File: config.mk
export PLATFORM = sky130hd
export DESIGN_NAME = nvw_store_ctrl
export DESIGN_NICKNAME = d
export VERILOG_FILES = /design/src/design/nvw_pkg.sv /design/src/design/nvw_tmr_if.sv /design/src/design/nvw_cycle_timer.sv /design/src/design/nvw_store_ctrl.sv
export SDC_FILE = /design/constraint.sdc
export NUM_CORES = 1
export LEC_CHECK = 0
export ABC_AREA = 1
export BUFFER_PORTS_ARGS = -buffer_cell sky130_fd_sc_hd__buf_2
export CAP_MARGIN = 25
export CORE_MARGIN = 8
export CORE_UTILIZATION = 30
export CTS_BUF_LIST = sky130_fd_sc_hd__clkbuf_2
export DETAILED_ROUTE_END_ITERATION = 8
export GPL_TIMING_DRIVEN = 0
export SLEW_MARGIN = 5
export SYNTH_ARGS = -nofsm -noshare
export SYNTH_HDL_FRONTEND = slang
export SYNTH_SLANG_ARGS = --single-unit
export TNS_END_PERCENT = 5
File: constraint.sdc
create_clock -name ref_clk -period 4.8 [get_ports ref_clk]
set_input_delay 0.48 -clock ref_clk [delete_from_list [all_inputs] [get_ports ref_clk]]
set_output_delay 0.48 -clock ref_clk [all_outputs]
set_load 0.005 [all_outputs]
File: src/design/nvw_pkg.sv
// Shared constants, register map and state codes for the nonvolatile word store.
// Assumes a 125 MHz system clock and a byte-wide CPU register port.
package nvw_pkg;

    // ------------------------------------------------------------
    // Array geometry
    // ------------------------------------------------------------
    localparam int WORDS      = 32;
    localparam int DATA_W     = 14;
    localparam int ADDR_W     = 5;
    localparam int PAGE_WORDS = 16;
    localparam int PAGE_BIT   = 4;

    // ------------------------------------------------------------
    // Register port and map
    // ------------------------------------------------------------
    localparam int REG_W = 8;
    localparam int OFS_W = 2;
    localparam int DHI_W = DATA_W - REG_W;
    localparam logic [OFS_W-1:0] OFS_ADDR = 2'h0;
    localparam logic [OFS_W-1:0] OFS_DLO  = 2'h1;
    localparam logic [OFS_W-1:0] OFS_DHI  = 2'h2;
    localparam logic [OFS_W-1:0] OFS_CTRL = 2'h3;
    localparam logic [REG_W-1:0] RST_BYTE = 8'h00;

    // Control register fields
    localparam int B_RD_START = 0;
    localparam int B_RD_EN    = 1;
    localparam int B_WR_START = 2;
    localparam int B_WR_EN    = 3;
    localparam int B_ER_START = 4;
    localparam int B_ER_EN    = 5;
    localparam int B_DUR_LO   = 6;
    localparam int DUR_W      = 2;

    // ------------------------------------------------------------
    // Timing
    // ------------------------------------------------------------
    localparam int CLK_MHZ   = 125;
    localparam int T_2MS_US  = 2000;
    localparam int BASE_CYC  = T_2MS_US * CLK_MHZ;
    localparam int READ_CYC  = 2;
    localparam int CNT_W_DEF = 24;

    typedef enum logic [1:0] {
        ST_IDLE  = 2'b00,
        ST_ERASE = 2'b01,
        ST_WRITE = 2'b10,
        ST_READ  = 2'b11
    } nvw_state_t;

endpackage : nvw_pkg

File: src/design/nvw_tmr_if.sv
// Link between the sequencer and its cycle timer.
// Assumes both ends run on the same clock.
`timescale 1ns/1ns
interface nvw_tmr_if #(parameter int CNT_W = nvw_pkg::CNT_W_DEF);
    logic             start;
    logic [CNT_W-1:0] load;
    logic             done;
    modport ctrl (output start, output load, input done);
    modport tmr  (input start, input load, output done);
endinterface : nvw_tmr_if

File: src/design/nvw_cycle_timer.sv
// Down counter that times one store operation.
// Assumes load is at least one and start is a single-cycle pulse.
`timescale 1ns/1ns
module nvw_cycle_timer #(
    parameter int CNT_W = nvw_pkg::CNT_W_DEF
) (
    input wire logic ref_clk,
    input wire logic rst,
    nvw_tmr_if.tmr   tmr
);
    import nvw_pkg::*;

    localparam logic [CNT_W-1:0] ONE = CNT_W'(1);

    logic [CNT_W-1:0] count_reg;

    // ------------------------------------------------------------
    // Counter
    // ------------------------------------------------------------
    always_ff @(posedge ref_clk or posedge rst) begin
        if (rst) begin
            count_reg <= '0;
        end else if (tmr.start) begin
            count_reg <= tmr.load;
        end else if (count_reg != '0) begin
            count_reg <= count_reg - ONE;
        end
    end

    // Last cycle of the operation
    assign tmr.done = (count_reg == ONE);

endmodule : nvw_cycle_timer

File: src/design/nvw_store_ctrl.sv
// Sequencer, registers and word array of the nonvolatile word store.
// Assumes the CPU halts while cpu_stall is high and issues single-cycle strobes.
`timescale 1ns/1ns
// ------------------------------------------------------------
// What this block does
// - Store holds 32 words of 14 bits
// - Erase one 16-word page, write/read one word
// - Erase page chosen by address bit 4
// - Five-bit address, upper bits read zero
// - Data split low byte, high six bits
// - Duration codes 01/10/11 give 4/8/16 ms
// - Erase enable gates erase, clears when done
// - Erase start needs enable, busy, self-clears
// - Write enable gates write, clears when done
// - Write start needs enable, self-clears
// - Read enable gates read, stays set
// - Read start needs enable, self-clears
// - CPU stalled until launched operation ends
// - Erase start must directly follow enable
// - Erased page reads back all zeros
// - Duration code 00 gives 2 ms
// - Write stores data registers at address
// - Read loads data registers, kept after
// ------------------------------------------------------------
module nvw_store_ctrl #(
    parameter int CYC_2MS = nvw_pkg::BASE_CYC,
    parameter int CNT_W   = nvw_pkg::CNT_W_DEF
) (
    input  wire logic                      ref_clk,
    input  wire logic                      rst,
    input  wire logic [nvw_pkg::OFS_W-1:0] reg_addr,
    input  wire logic [nvw_pkg::REG_W-1:0] reg_wdata,
    input  wire logic                      reg_wr,
    input  wire logic                      reg_rd,
    output logic      [nvw_pkg::REG_W-1:0] reg_rdata,
    output logic                           cpu_stall
);
    import nvw_pkg::*;

    // ------------------------------------------------------------
    // Declarations
    // ------------------------------------------------------------
    nvw_tmr_if #(.CNT_W(CNT_W)) tmr ();

    nvw_state_t        state_reg;
    nvw_state_t        state_next;
    logic [ADDR_W-1:0] addr_reg;
    logic [REG_W-1:0]  dlo_reg;
    logic [DHI_W-1:0]  dhi_reg;
    logic [REG_W-1:0]  ctrl_reg;
    logic [REG_W-1:0]  ctrl_next;
    logic [REG_W-1:0]  rdata_reg;
    logic              er_armed_reg;
    logic              stall_reg;
    logic [DATA_W-1:0] mem [WORDS];

    // ------------------------------------------------------------
    // Decode helpers
    // ------------------------------------------------------------
    function automatic logic wr_hit(input logic [OFS_W-1:0] a,
                                    input logic [OFS_W-1:0] ofs);
        return a == ofs;
    endfunction : wr_hit

    function automatic logic in_page(input logic [ADDR_W-1:0] a,
                                     input logic [ADDR_W-1:0] b);
        return a[PAGE_BIT] == b[PAGE_BIT];
    endfunction : in_page

    // Base count doubles per code step
    function automatic logic [CNT_W-1:0] dur_cycles(input logic [DUR_W-1:0] sel);
        return CNT_W'(CYC_2MS) << sel;
    endfunction : dur_cycles

    // ------------------------------------------------------------
    // Bus decode
    // ------------------------------------------------------------
    // Writes are refused while busy; the stalled CPU should not issue any
    wire idle     = (state_reg == ST_IDLE);
    wire wr_ok    = reg_wr && idle;
    wire addr_wr  = wr_ok && wr_hit(reg_addr, OFS_ADDR);
    wire dlo_wr   = wr_ok && wr_hit(reg_addr, OFS_DLO);
    wire dhi_wr   = wr_ok && wr_hit(reg_addr, OFS_DHI);
    wire ctrl_wr  = wr_ok && wr_hit(reg_addr, OFS_CTRL);

    wire [DUR_W-1:0] dur_new = reg_wdata[B_DUR_LO +: DUR_W];
    wire [DUR_W-1:0] dur_cur = ctrl_reg[B_DUR_LO +: DUR_W];

    // ------------------------------------------------------------
    // Launch decode
    // ------------------------------------------------------------
    // Enable must already be high from an earlier write
    wire er_launch = ctrl_wr && reg_wdata[B_ER_START] && ctrl_reg[B_ER_EN]
                     && er_armed_reg;
    wire wr_launch = ctrl_wr && reg_wdata[B_WR_START] && ctrl_reg[B_WR_EN];
    wire rd_launch = ctrl_wr && reg_wdata[B_RD_START] && ctrl_reg[B_RD_EN];
    wire launch    = er_launch || wr_launch || rd_launch;

    wire finish = !idle && tmr.done;
    wire er_fin = finish && (state_reg == ST_ERASE);
    wire wr_fin = finish && (state_reg == ST_WRITE);
    wire rd_fin = finish && (state_reg == ST_READ);

    wire [DATA_W-1:0] word_w = {dhi_reg, dlo_reg};
    wire [DATA_W-1:0] word_r = mem[addr_reg];

    // Arm only on a 0-to-1 write of the erase enable
    wire er_arm_next = ctrl_wr && reg_wdata[B_ER_EN] && !ctrl_reg[B_ER_EN];

    // ------------------------------------------------------------
    // Timer
    // ------------------------------------------------------------
    assign tmr.start = launch;
    assign tmr.load  = rd_launch ? CNT_W'(READ_CYC) : dur_cycles(dur_new);

    nvw_cycle_timer #(
        .CNT_W (CNT_W)
    ) u_timer (
        .ref_clk (ref_clk),
        .rst     (rst),
        .tmr     (tmr.tmr)
    );

    // ------------------------------------------------------------
    // Control register next value
    // ------------------------------------------------------------
    always_comb begin
        ctrl_next = ctrl_reg;
        if (ctrl_wr) begin
            ctrl_next             = reg_wdata;
            ctrl_next[B_ER_START] = er_launch;
            ctrl_next[B_WR_START] = wr_launch;
            ctrl_next[B_RD_START] = rd_launch;
        end
        if (er_fin) begin
            ctrl_next[B_ER_EN]    = 1'b0;
            ctrl_next[B_ER_START] = 1'b0;
        end
        if (wr_fin) begin
            ctrl_next[B_WR_EN]    = 1'b0;
            ctrl_next[B_WR_START] = 1'b0;
        end
        if (rd_fin) begin
            ctrl_next[B_RD_START] = 1'b0;
        end
    end

    // ------------------------------------------------------------
    // Sequencer
    // ------------------------------------------------------------
    always_comb begin
        state_next = state_reg;
        unique case (state_reg)
            ST_IDLE: begin
                if (er_launch) begin
                    state_next = ST_ERASE;
                end else if (wr_launch) begin
                    state_next = ST_WRITE;
                end else if (rd_launch) begin
                    state_next = ST_READ;
                end
            end
            ST_ERASE, ST_WRITE, ST_READ: begin
                if (tmr.done) begin
                    state_next = ST_IDLE;
                end
            end
        endcase
    end

    always_ff @(posedge ref_clk or posedge rst) begin
        if (rst) begin
            state_reg    <= ST_IDLE;
            ctrl_reg     <= RST_BYTE;
            er_armed_reg <= 1'b0;
            stall_reg    <= 1'b0;
        end else begin
            state_reg    <= state_next;
            ctrl_reg     <= ctrl_next;
            er_armed_reg <= er_arm_next;
            stall_reg    <= (stall_reg && !finish) || launch;
        end
    end

    // ------------------------------------------------------------
    // Address and data registers
    // ------------------------------------------------------------
    always_ff @(posedge ref_clk or posedge rst) begin
        if (rst) begin
            addr_reg <= '0;
            dlo_reg  <= RST_BYTE;
            dhi_reg  <= '0;
        end else begin
            if (addr_wr) begin
                addr_reg <= reg_wdata[ADDR_W-1:0];
            end
            if (rd_fin) begin
                dlo_reg <= word_r[REG_W-1:0];
                dhi_reg <= word_r[DATA_W-1:REG_W];
            end else begin
                if (dlo_wr) begin
                    dlo_reg <= reg_wdata;
                end
                if (dhi_wr) begin
                    dhi_reg <= reg_wdata[DHI_W-1:0];
                end
            end
        end
    end

    // ------------------------------------------------------------
    // Word array
    // ------------------------------------------------------------
    // No reset: contents model retained data
    for (genvar g = 0; g < WORDS; g++) begin : g_word
        always_ff @(posedge ref_clk) begin
            if (er_fin && in_page(ADDR_W'(g), addr_reg)) begin
                mem[g] <= '0;
            end else if (wr_fin && (addr_reg == ADDR_W'(g))) begin
                mem[g] <= word_w;
            end
        end
    end

    // ------------------------------------------------------------
    // Read port
    // ------------------------------------------------------------
    wire [REG_W-1:0] view =
        wr_hit(reg_addr, OFS_ADDR) ? REG_W'(addr_reg) :
        wr_hit(reg_addr, OFS_DLO)  ? dlo_reg :
        wr_hit(reg_addr, OFS_DHI)  ? REG_W'(dhi_reg) :
        ctrl_reg;

    always_ff @(posedge ref_clk or posedge rst) begin
        if (rst) begin
            rdata_reg <= RST_BYTE;
        end else begin
            rdata_reg <= reg_rd ? view : RST_BYTE;
        end
    end

    assign reg_rdata = rdata_reg;
    assign cpu_stall = stall_reg;

    // Cycles spent busy, read only by checks
    logic [CNT_W-1:0] op_cyc_reg;
    always_ff @(posedge ref_clk or posedge rst) begin
        if (rst) begin
            op_cyc_reg <= '0;
        end else if (launch) begin
            op_cyc_reg <= CNT_W'(1);
        end else if (!idle) begin
            op_cyc_reg <= op_cyc_reg + CNT_W'(1);
        end
    end
endmodule : nvw_store_ctrl

-- Yosys cells after proc, flatten, opt, wreduce, memory -nomap -nowiden
Memory sizes are Yosys's and may differ from the RTL's.
Index checks and enable logic that the tools add are counted.
Widths: inputs -> output; s select.
- add/sub/neg operators: 1
- eq/ne operators: 40
- shift-type cells: 1
- mux-type cells: 200
- bitwise gates (word level): 33
- reductions and logical operators: 87
- operators by type and width (cell ; number):
    $mux 14 ; 48
    $reduce_or 14->1 ; 16
    $mux 1 ; 117
    $eq 5x5->1 const B ; 16
    $mux 5 ; 16
    $mux 24 ; 3
    $logic_and 1x1->1 ; 53
    $mux 8 ; 6
    $eq 5x4->1 const B ; 8
    $or 1x1->1 ; 32
    $eq 24x1->1 const B ; 1
    $reduce_bool 24->1 ; 1
    $shl 18x2->24 const A ; 1
    $sub 24x1->24 const B ; 1
    $eq 5x3->1 const B ; 4
    $mux 6 ; 3
    $mux 2 ; 6
    $reduce_bool 2->1 ; 6
    $eq 5x2->1 const B ; 2
    $eq 2x2->1 const B ; 4
    $eq 5x1->1 const B ; 1
    $logic_not 5->1 ; 1
    $eq 2x1->1 const B ; 2
    $logic_not 2->1 ; 2
    8 further kinds ; 12
- bits in registers: 63
- bits in writable memories: 448
- input bits: 14
- logic and storage cells: 375
- memories kept: 1
- memories (memory ; depth ; width ; rd ports ; clocked after Yosys merged registers in ; write ports ; line ; RTL):
    mem ; 32 ; 14 ; 1 ; 0 ; 16 ; nvw_store_ctrl.sv:55 ; logic [DATA_W-1:0] mem [WORDS];

-- Logic depth before layout (Yosys ltp)
Gate-level depths: netlist (run 1).
- depth in word-level cells: 11
- depth in mapped cells: 15
- gate-level depth less buffers: 13

-- Cells and area by module
From an unflattened synthesis (run 1), not the netlist that was laid out.
- cells, all modules: 2770
- area total of the unflattened synthesis: 24259.5 um2
- by module, submodules not included (module ; times used ; cells each ; area each (um2) ; seq. area each (um2)):
    nvw_store_ctrl ; 1 ; 2504 ; 22469.0 ; 14428.8
    nvw_cycle_timer ; 1 ; 266 ; 1790.5 ; 600.6

-- Worst setup path after synthesis (run 1)
OpenSTA, ideal clock, no wires.
- path kind: register to register
- from: reg u_timer.count_reg[14]
- to: mem mem[23][0] (enable)
- data arrival time: 2.083 ns
- data required time: 4.439 ns
- setup slack: 2.356 ns
- cell stages (with the launch flop): 12
- cell sequence: dfrtp_1 -> nor2_2 -> nand2_2 -> nor3_2 -> nand3_2 -> nor2_4 -> nand2_4 -> nor2_8 -> buf_12 -> nand3_4 -> buf_6 -> nand2_1
- RTL lines (element ; line ; RTL):
    start: declaration ; nvw_cycle_timer.sv:15 ; logic [CNT_W-1:0] count_reg;
    start signal: assignment ; nvw_cycle_timer.sv:24 ; count_reg <= tmr.load;
    start signal: assignment ; nvw_cycle_timer.sv:26 ; count_reg <= count_reg - ONE;
    end: declaration ; nvw_store_ctrl.sv:55 ;

==> reports/metrics.yaml, run 1 <==
antenna_found_initial: 3
post_cts_resized: 0
setup_tns_ps: 0
grt_usage: 0.1905
via_per_inst: 4.998
ys_types: 40
clk_latency_ps: 1320
holdWs_ps: 128.3
initial_core_util: 0.3034
clockBufferDepth: 3
layout_common_cells: "899 x nand2_1, 497 x nor2_1, 448 x edfxtp_1"
min_period_ps: 3549
hold_path.class: "input pin to flip-flop"
cpMostUsedCell: "nand2_1"
crit_path_top_delay_cell: "nand2_1"
gp_congestion: 1.009
htreeDepth: 4
cp.arrival_ps: 4450
placed_area_um2: 25610
period_share: 0.7394
grt_pass1_vias: 18810
critPathMaxStageDelay_ps: 660
drv_slew: 0
avgSynthCellArea_um2: 9.429
layout_commonest_cell: "nand2_1"
core_um2: 79130
leakagePower_nw: 12.32
peakVddDrop_uv: 407.4
crit_path_end_kind: "flip-flop"
tightest_slew_ps: 1122
layout-drive-gt1-share: 0.1522
die-height_um: 298.9
grt_max_degree: 64
ant_nets: 0
ys_seq_area_frac: 0.6260
routed_wl_um: 86580
cts_tree: "yes"
postCtsSetupBuffers: 0
ys_ff_latch: 511
pin_count: 23
status: "finished, final reports clean"
grt_overflow: 0
critical_path.top_delay_family: "simple AND/OR/NAND/NOR gates"
stdcell_area_um2: 27130
syn_nets: 2567
dp_hpwl_um: 58910
hold_buffers: 30
drc: 0
vias: 19406
syn_area_um2: 24010
finalPower_mw: 13.24
startpoint_type: "flip-flop"
port_buffers: 22
clock-sinks: 511
skew_ps: 65.05
dieArea_um2: 89330
max_freq_mhz: 281.8
row_count: 103
cts.clk_slew.worst_paths_ps: 100
synthCells: 2546
maxCapViolations: 0
cts_buffers: 133
maxSlewHeadroom: 0.2523
wire_per_inst_um: 22.30
power_density_nw_per_um2: 488.0
worstSetupPathType: "flip-flop to flip-flop"
cp.required_ps: 5700
finalSetupViolCount: 0
crit_chain: "nor2_2, nand2_2, nor3_2, nand3_2, nor3_1, nand2_1, clkbuf_1, nand2_1"
critical_path_buf_inv_count: 1
first_iter_violations: 2149
hold_violations: 0
cts-root-buf: "clkbuf_2"
die_w_um: 298.9
grt_setup_unrepaired: "false"
yosys_warnings: 0
drtPass1Iterations: 5
grt_pass1_wl_um: 125000
synthToLayoutAreaGrowth_pct: 13.00
nNetsFinal: 2767
largest_reg_flops: 448
path_max_fanout: 14
fill_cells: 8218
Yosys cell counts:
cell type | count | area, um2
buf_6 | 21 | 236.5
nand3b_1 | 1 | 7.510
a31o_2 | 1 | 8.760
o21a_1 | 1 | 7.510
o22ai_1 | 2 | 12.51
inv_1 | 74 | 277.8
buf_2 | 28 | 140.1
nand4_1 | 30 | 187.7
nand3_4 | 20 | 350.3
nor2_8 | 2 | 40.04
a21oi_1 | 71 | 355.3
o211ai_1 | 1 | 7.510
nor2_4 | 2 | 22.52
nor3_1 | 10 | 50.05
nand2_4 | 1 | 11.26
dfrtp_1 | 63 | 1577
a31oi_1 | 1 | 6.260
clkinv_1 | 1 | 3.750
inv_2 | 1 | 3.750
nand2_2 | 1 | 6.260
ha_1 | 7 | 87.58
or2_2 | 4 | 25.02
a221oi_1 | 2 | 17.52
edfxtp_1 | 448 | 13450
buf_1 | 2 | 7.510
o221ai_1 | 1 | 8.760
o21ai_0 | 43 | 215.2
buf_4 | 2 | 15.01
buf_12 | 2 | 40.04
nand2_1 | 899 | 3374
and2_1 | 1 | 6.260
a22o_1 | 1 | 8.760
xor2_1 | 4 | 35.03
nand3_1 | 88 | 440.4
nor2_2 | 105 | 656.9
xnor2_1 | 4 | 35.03
nor3_2 | 1 | 10.01
clkbuf_1 | 102 | 382.9
nor2_1 | 497 | 1866
nand3_2 | 1 | 10.01
per-stage QoR:
step | setup WS [ps] | std cells | utilization
after floorplan | 2356 | 2546 | -
after global placement | 1311 | 3618 | 0.3214
after detailed placement | 1313 | 3629 | 0.3237
after CTS | 1241 | 3874 | 0.3423
after global routing | 1084 | 3882 | 0.3428
final | 1251 | 3883 | 0.3428
power by group:
group / switching (mW) / internal [mW] / leakage (nW)
Sequential: 0.172 / 4.98 / 5.98
Combinational: 4.15 / 0.785 / 5.43
Clock: 1.84 / 1.31 / 0.910
Total: 6.16 / 7.08 / 12.3
kinds of logic after synthesis:
group / after synthesis / synth area share
compound gates: 124 / 0.02700
buf+inv: 233 / 0.04612
fa+ha+maj: 7 / 0.003648
xor+xnor: 8 / 0.002918
flops: 511 / 0.6260
simple gates: 1663 / 0.2943
final timing paths:
check	start	end	slack, ps	cells past startpoint
min reg2reg	cpu_stall$_DFF_PP0_	cpu_stall$_DFF_PP0_	490	2
min in group asynchronous	rst	addr_reg[3]$_DFFE_PP0P_	450	4
max reg2reg	u_timer.count_reg[14]$_DFFE_PP0P_	mem[7][0]$_SDFFCE_PN0P_	1250	8
max	u_timer.count_reg[14]$_DFFE_PP0P_	mem[7][0]$_SDFFCE_PN0P_	1250	8
min	reg_wdata[1]	dhi_reg[1]$_DFFE_PP0P_	130	4
max in group asynchronous	rst	u_timer.count_reg[8]$_DFFE_PP0P_	3780	4
final cells by class:
cell class                 instances  area, um2  area share
sequential                       511      15030      0.5540
multi-input combinational       1802       7870      0.2901
tap                             1050       1314     0.04843
clock buffer                     191      955.9     0.03524
buffer                           157      822.0     0.03030
timing repair buffer              65      610.6     0.02251
inverter                          76      287.8     0.01061
clock inverter                    24      221.5    0.008163
antenna                            7      17.52   0.0006457
worst reg2reg max path: stages (launching register included):
cell and delay [ps]:
dfrtp_1 420, nor2_2 220, nand2_2 140, nor3_2 190, nand3_2 150, nor3_1 500, nand2_1 470, clkbuf_1 400
nand2_1 660
metal layers:
layer	part of all wire	GRT usage	vias up
li1	-	-	8745
met1	0.38	0.2368	9164
met2	0.44	0.2881	1234
met3	0.12	0.05928	263
met4	0.067	0.1168	0
met5	0	0	-
Power figures use the tool's default switching activity.
==> run 2, diff against run 1 <==
--- a/config.mk
+++ b/config.mk
@@ -5,7 +5,7 @@
 export SDC_FILE = /design/constraint.sdc
 export NUM_CORES = 1
 export LEC_CHECK = 0
-export ABC_AREA = 1
+export ABC_AREA = 0
 export BUFFER_PORTS_ARGS = -buffer_cell sky130_fd_sc_hd__buf_2
 export CAP_MARGIN = 25
 export CORE_MARGIN = 8
==> constraint.sdc (replaced) <==
create_clock -name ref_clk -period 3.3 [get_ports ref_clk]
set_input_delay 0.33 -clock ref_clk [delete_from_list [all_inputs] [get_ports ref_clk]]
set_output_delay 0.33 -clock ref_clk [all_outputs]
set_load 0.005 [all_outputs]
==> run 2 against run 1 <==
Against the previous run:
- register-to-register slack got worse by 1200 ps
- clock skew increased by 49 ps
- utilization increased by 1.1 points
- final cell count decreased by 22%
- flip-flop and latch count unchanged
- die area decreased by 4.7%
- synthesized area decreased by 5.0%
- global-route usage decreased by 1.8 points
- combinational power decreased by 92%
- non-clock buffer count increased by 15
- first-iteration DRC count decreased by 4.7%
- synthesized cell count decreased by 32%
==> reports/metrics.yaml, run 2 <==
status: "finished, final reports clean"
synth_top_area_frac: 0.5896  # +0.02926
drv_slew: 0  # unchanged
cts.clk_slew.worst_paths_ps: 90  # about the same
synthCells: 1732  # -32%
critPathMaxStageDelay_ps: 750  # +90 ps
ys_async_sr_fraction: 0.1233  # unchanged
dieArea_um2: 85130  # -4.7%
clockBufferDepth: 3  # unchanged
ant_nets: 0  # unchanged
synth_flop_cell: "edfxtp_1"
synth_top_area_cell: "edfxtp_1"
hold_path.class: "input pin to flip-flop"
gp_congestion: 0.8725  # -14%
power_density_nw_per_um2: 445.7  # -8.7%
syn_nets: 1753  # -32%
yosysMostFrequentCell: "nor2_1"
leakagePower_nw: 7.507  # -39%
layout.cells.non_filler: 3039  # -22%
layout_common_cells: "477 x nor2_1, 448 x edfxtp_1, 193 x clkbuf_2"
path_max_fanout: 10  # -4
layout_commonest_cell: "nor2_1"
cpMostUsedCell: "clkbuf_1"
startpoint_type: "flip-flop"
skew_ps: 114.2  # +49.15 ps
ys_ff_latch: 511  # unchanged
grt_pass1_vias: 16726  # -11%
antenna_found_initial: 2  # -1
ys_types: 54  # +35%
yosys_warnings: 0  # unchanged
peakVddDrop_uv: 243.6  # -40%
cts_buffers: 134  # +0.75%
clk_latency_ps: 1400  # +80 ps
syn_area_um2: 22820  # -5.0%
largest_reg_flops: 448  # unchanged
crit_path_end_kind: "flip-flop"
synthToLayoutAreaGrowth_pct: 17.33
hold_depth: 6  # +2
port_buffers: 22  # unchanged
r2r_start: "addr_reg[1]$_DFFE_PP0P_"
synth_area_leaders: "edfxtp_1 59%, mux4_2 11%, nor2_1 7.8%"
cp.arrival_ps: 4440  # about the same
grt_overflow: 0  # unchanged
yosys-top-cells-count: "477 x nor2_1, 448 x edfxtp_1, 145 x nand2_1"
clock-sinks: 511  # unchanged
reg2reg_depth: 7  # -1
maxCapViolations: 0  # unchanged
stdcell_area_um2: 26770  # -1.3%
dpl_worst_slack_ps: -474.4  # -1787 ps
grt_pass1_wl_um: 108000  # -14%
worstHoldEndpoint: "u_timer.count_reg[18]$_DFFE_PP0P_"
crit_chain: "clkbuf_1, clkbuf_1, mux4_2, a221oi_1, nand2_1, nand3_1, o21ai_0"
worstHoldStart: "reg_addr[0]"
period_share: 0.9742  # +0.2348
drc: 0  # unchanged
wire_per_inst_um: 24.71  # +11%
die_w_um: 291.8  # -2.4%
cp.required_ps: 4530  # -1170 ps
pin_count: 23  # unchanged
avgSynthCellArea_um2: 13.17  # +40%
grt_usage: 0.1720  # -0.01849
ys_seq_area_frac: 0.6587  # +0.03268
placed_area_um2: 24760  # -3.3%
dp.cells: 2767  # -24%
drtPass1Iterations: 8  # +3
hold_violations: 0  # unchanged
htreeDepth: 4  # unchanged
min_period_ps: 3215  # -334.4 ps
grt_setup_unrepaired: "true"
finalSetupViolCount: 0  # unchanged
post-route-util: 0.3542  # +0.01139
setup_ws_ps: 85.27  # -1166 ps
row_count: 101  # -1.9%
core_um2: 75570  # -4.5%
dp_hpwl_um: 49780  # -16%
synth-edff-count: 448  # unchanged
die-height_um: 291.8  # -2.4%
vias: 16532  # -15%
ff2ff_setup_slack_ps: 90  # -1170 ps
maxSlewHeadroom: 0.2580  # +0.005724
via_per_inst: 5.440  # +8.8%
fill_cells: 7389  # -10%
routed_wl_um: 75100  # -13%
worstSetupPathType: "flip-flop to flip-flop"
crit_path_top_delay_cell: "clkbuf_1"
grt_max_degree: 64  # unchanged
first_iter_violations: 2048  # -4.7%
tightest_slew_ps: 1113  # -8.587 ps
cts_tree: "yes"
max_freq_mhz: 311.1  # +10%
finalPower_mw: 11.93  # -9.9%
r2r-end: "dlo_reg[3]$_DFFE_PP0P_"
initial_core_util: 0.3019  # -0.001476
cts-root-buf: "clkbuf_2"
nNetsFinal: 1990  # -28%
layout-drive-gt1-share: 0.2348  # +0.08265
## run 2: cell count changes after synthesis, sizes merged, moves of 46 or more
cell,before,now
a21oi,71,25
nand2,901,145
mux4,0,108
inv,75,8
nor2,606,477
nand3,109,44
## run 2: cells by family after synthesis
logic type                 share of synthesized area
AOI/OAI and AO/OA                            0.04771
xor gates and xnor gates                    0.003071
adders and majority gates                   0.003839
buffers and inverters                        0.02440
DFF                                           0.6587
muxes                                         0.1265
and+or+nand+nor                               0.1358
## run 2: final cells by class
cell class,instances,area (um2),share of cell area
Sequential cell,511,15030,0.5614
Multi-Input combinational cell,1077,7581,0.2832
Tap cell,978,1224,0.04571
Timing Repair Buffer,101,1116,0.04169
Clock buffer,190,950.9,0.03552
Buffer,136,548.0,0.02047
Clock inverter,34,277.8,0.01038
Inverter,8,32.53,0.001215
Antenna cell,4,10.01,0.0003739
## run 2: through the flow
stage	hold WS (ps)	TNS [ps]
2_1_floorplan	445.3	-624.8
3_3_place_gp	478.8	-720800
3_5_place_dp	487.0	-108570
4_1_cts	15.92	-95.37
5_1_grt	69.65	-128.4
6_report	97.99	0
## run 2: worst max path at each step
| stage | start | to | slack [ps] | depth (start not counted) |
|---|---|---|---|---|
| 2_1_floorplan | u_timer.count_reg[13]$_DFFE_PP0P_ | mem[0][0]$_SDFFCE_PN0P_ | -10 | 7 |
| 3_3_place_gp | u_timer.count_reg[13]$_DFFE_PP0P_ | mem[17][4]$_SDFFCE_PN0P_ | -1860 | 6 |
| 3_5_place_dp | u_timer.count_reg[13]$_DFFE_PP0P_ | mem[2][2]$_SDFFCE_PN0P_ | -470 | 6 |
| 4_1_cts | u_timer.count_reg[13]$_DFFE_PP0P_ | mem[24][5]$_SDFFCE_PN0P_ | -30 | 9 |
| 5_1_grt | u_timer.count_reg[20]$_DFFE_PP0P_ | mem[18][12]$_SDFFCE_PN0P_ | -30 | 9 |
| 6_report | addr_reg[1]$_DFFE_PP0P_ | dlo_reg[3]$_DFFE_PP0P_ | 90 | 7 |
## run 2: what timing repair did
item,in CTS,in global routing
hold buffers,31,0
resized for setup,35,16
endpoints found under the setup margin,418,198
setup buffers,9,2
pin swaps,8,2
endpoints found under the hold margin,125,0
## run 2: power breakdown
part | total (mW) | leakage (nW) | internal (mW) | switching (mW)
Sequential | 6.94 | 3.79 | 6.93 | 0.00474
Combinational | 0.375 | 2.79 | 0.123 | 0.252
Clock | 4.62 | 0.921 | 1.93 | 2.69
Total | 11.9 | 7.51 | 8.99 | 2.94
## run 2: routing by layer
metal | routed length, um | global-route usage | vias up
li1 | - | - | 6907
met1 | 27390 | 0.2093 | 8316
met2 | 35620 | 0.2746 | 1092
met3 | 8352 | 0.05263 | 217
met4 | 3743 | 0.08957 | 0
met5 | 0 | 0 | -
## run 2: critical path: cells and delay by family (launching register included)
kind,cells,cell delay (ps)
AND/OR/NAND/NOR,2,420
buffers and inverters,2,1080
AO/OA/AOI/OAI,2,710
multiplexers,1,430
flip-flops,1,490
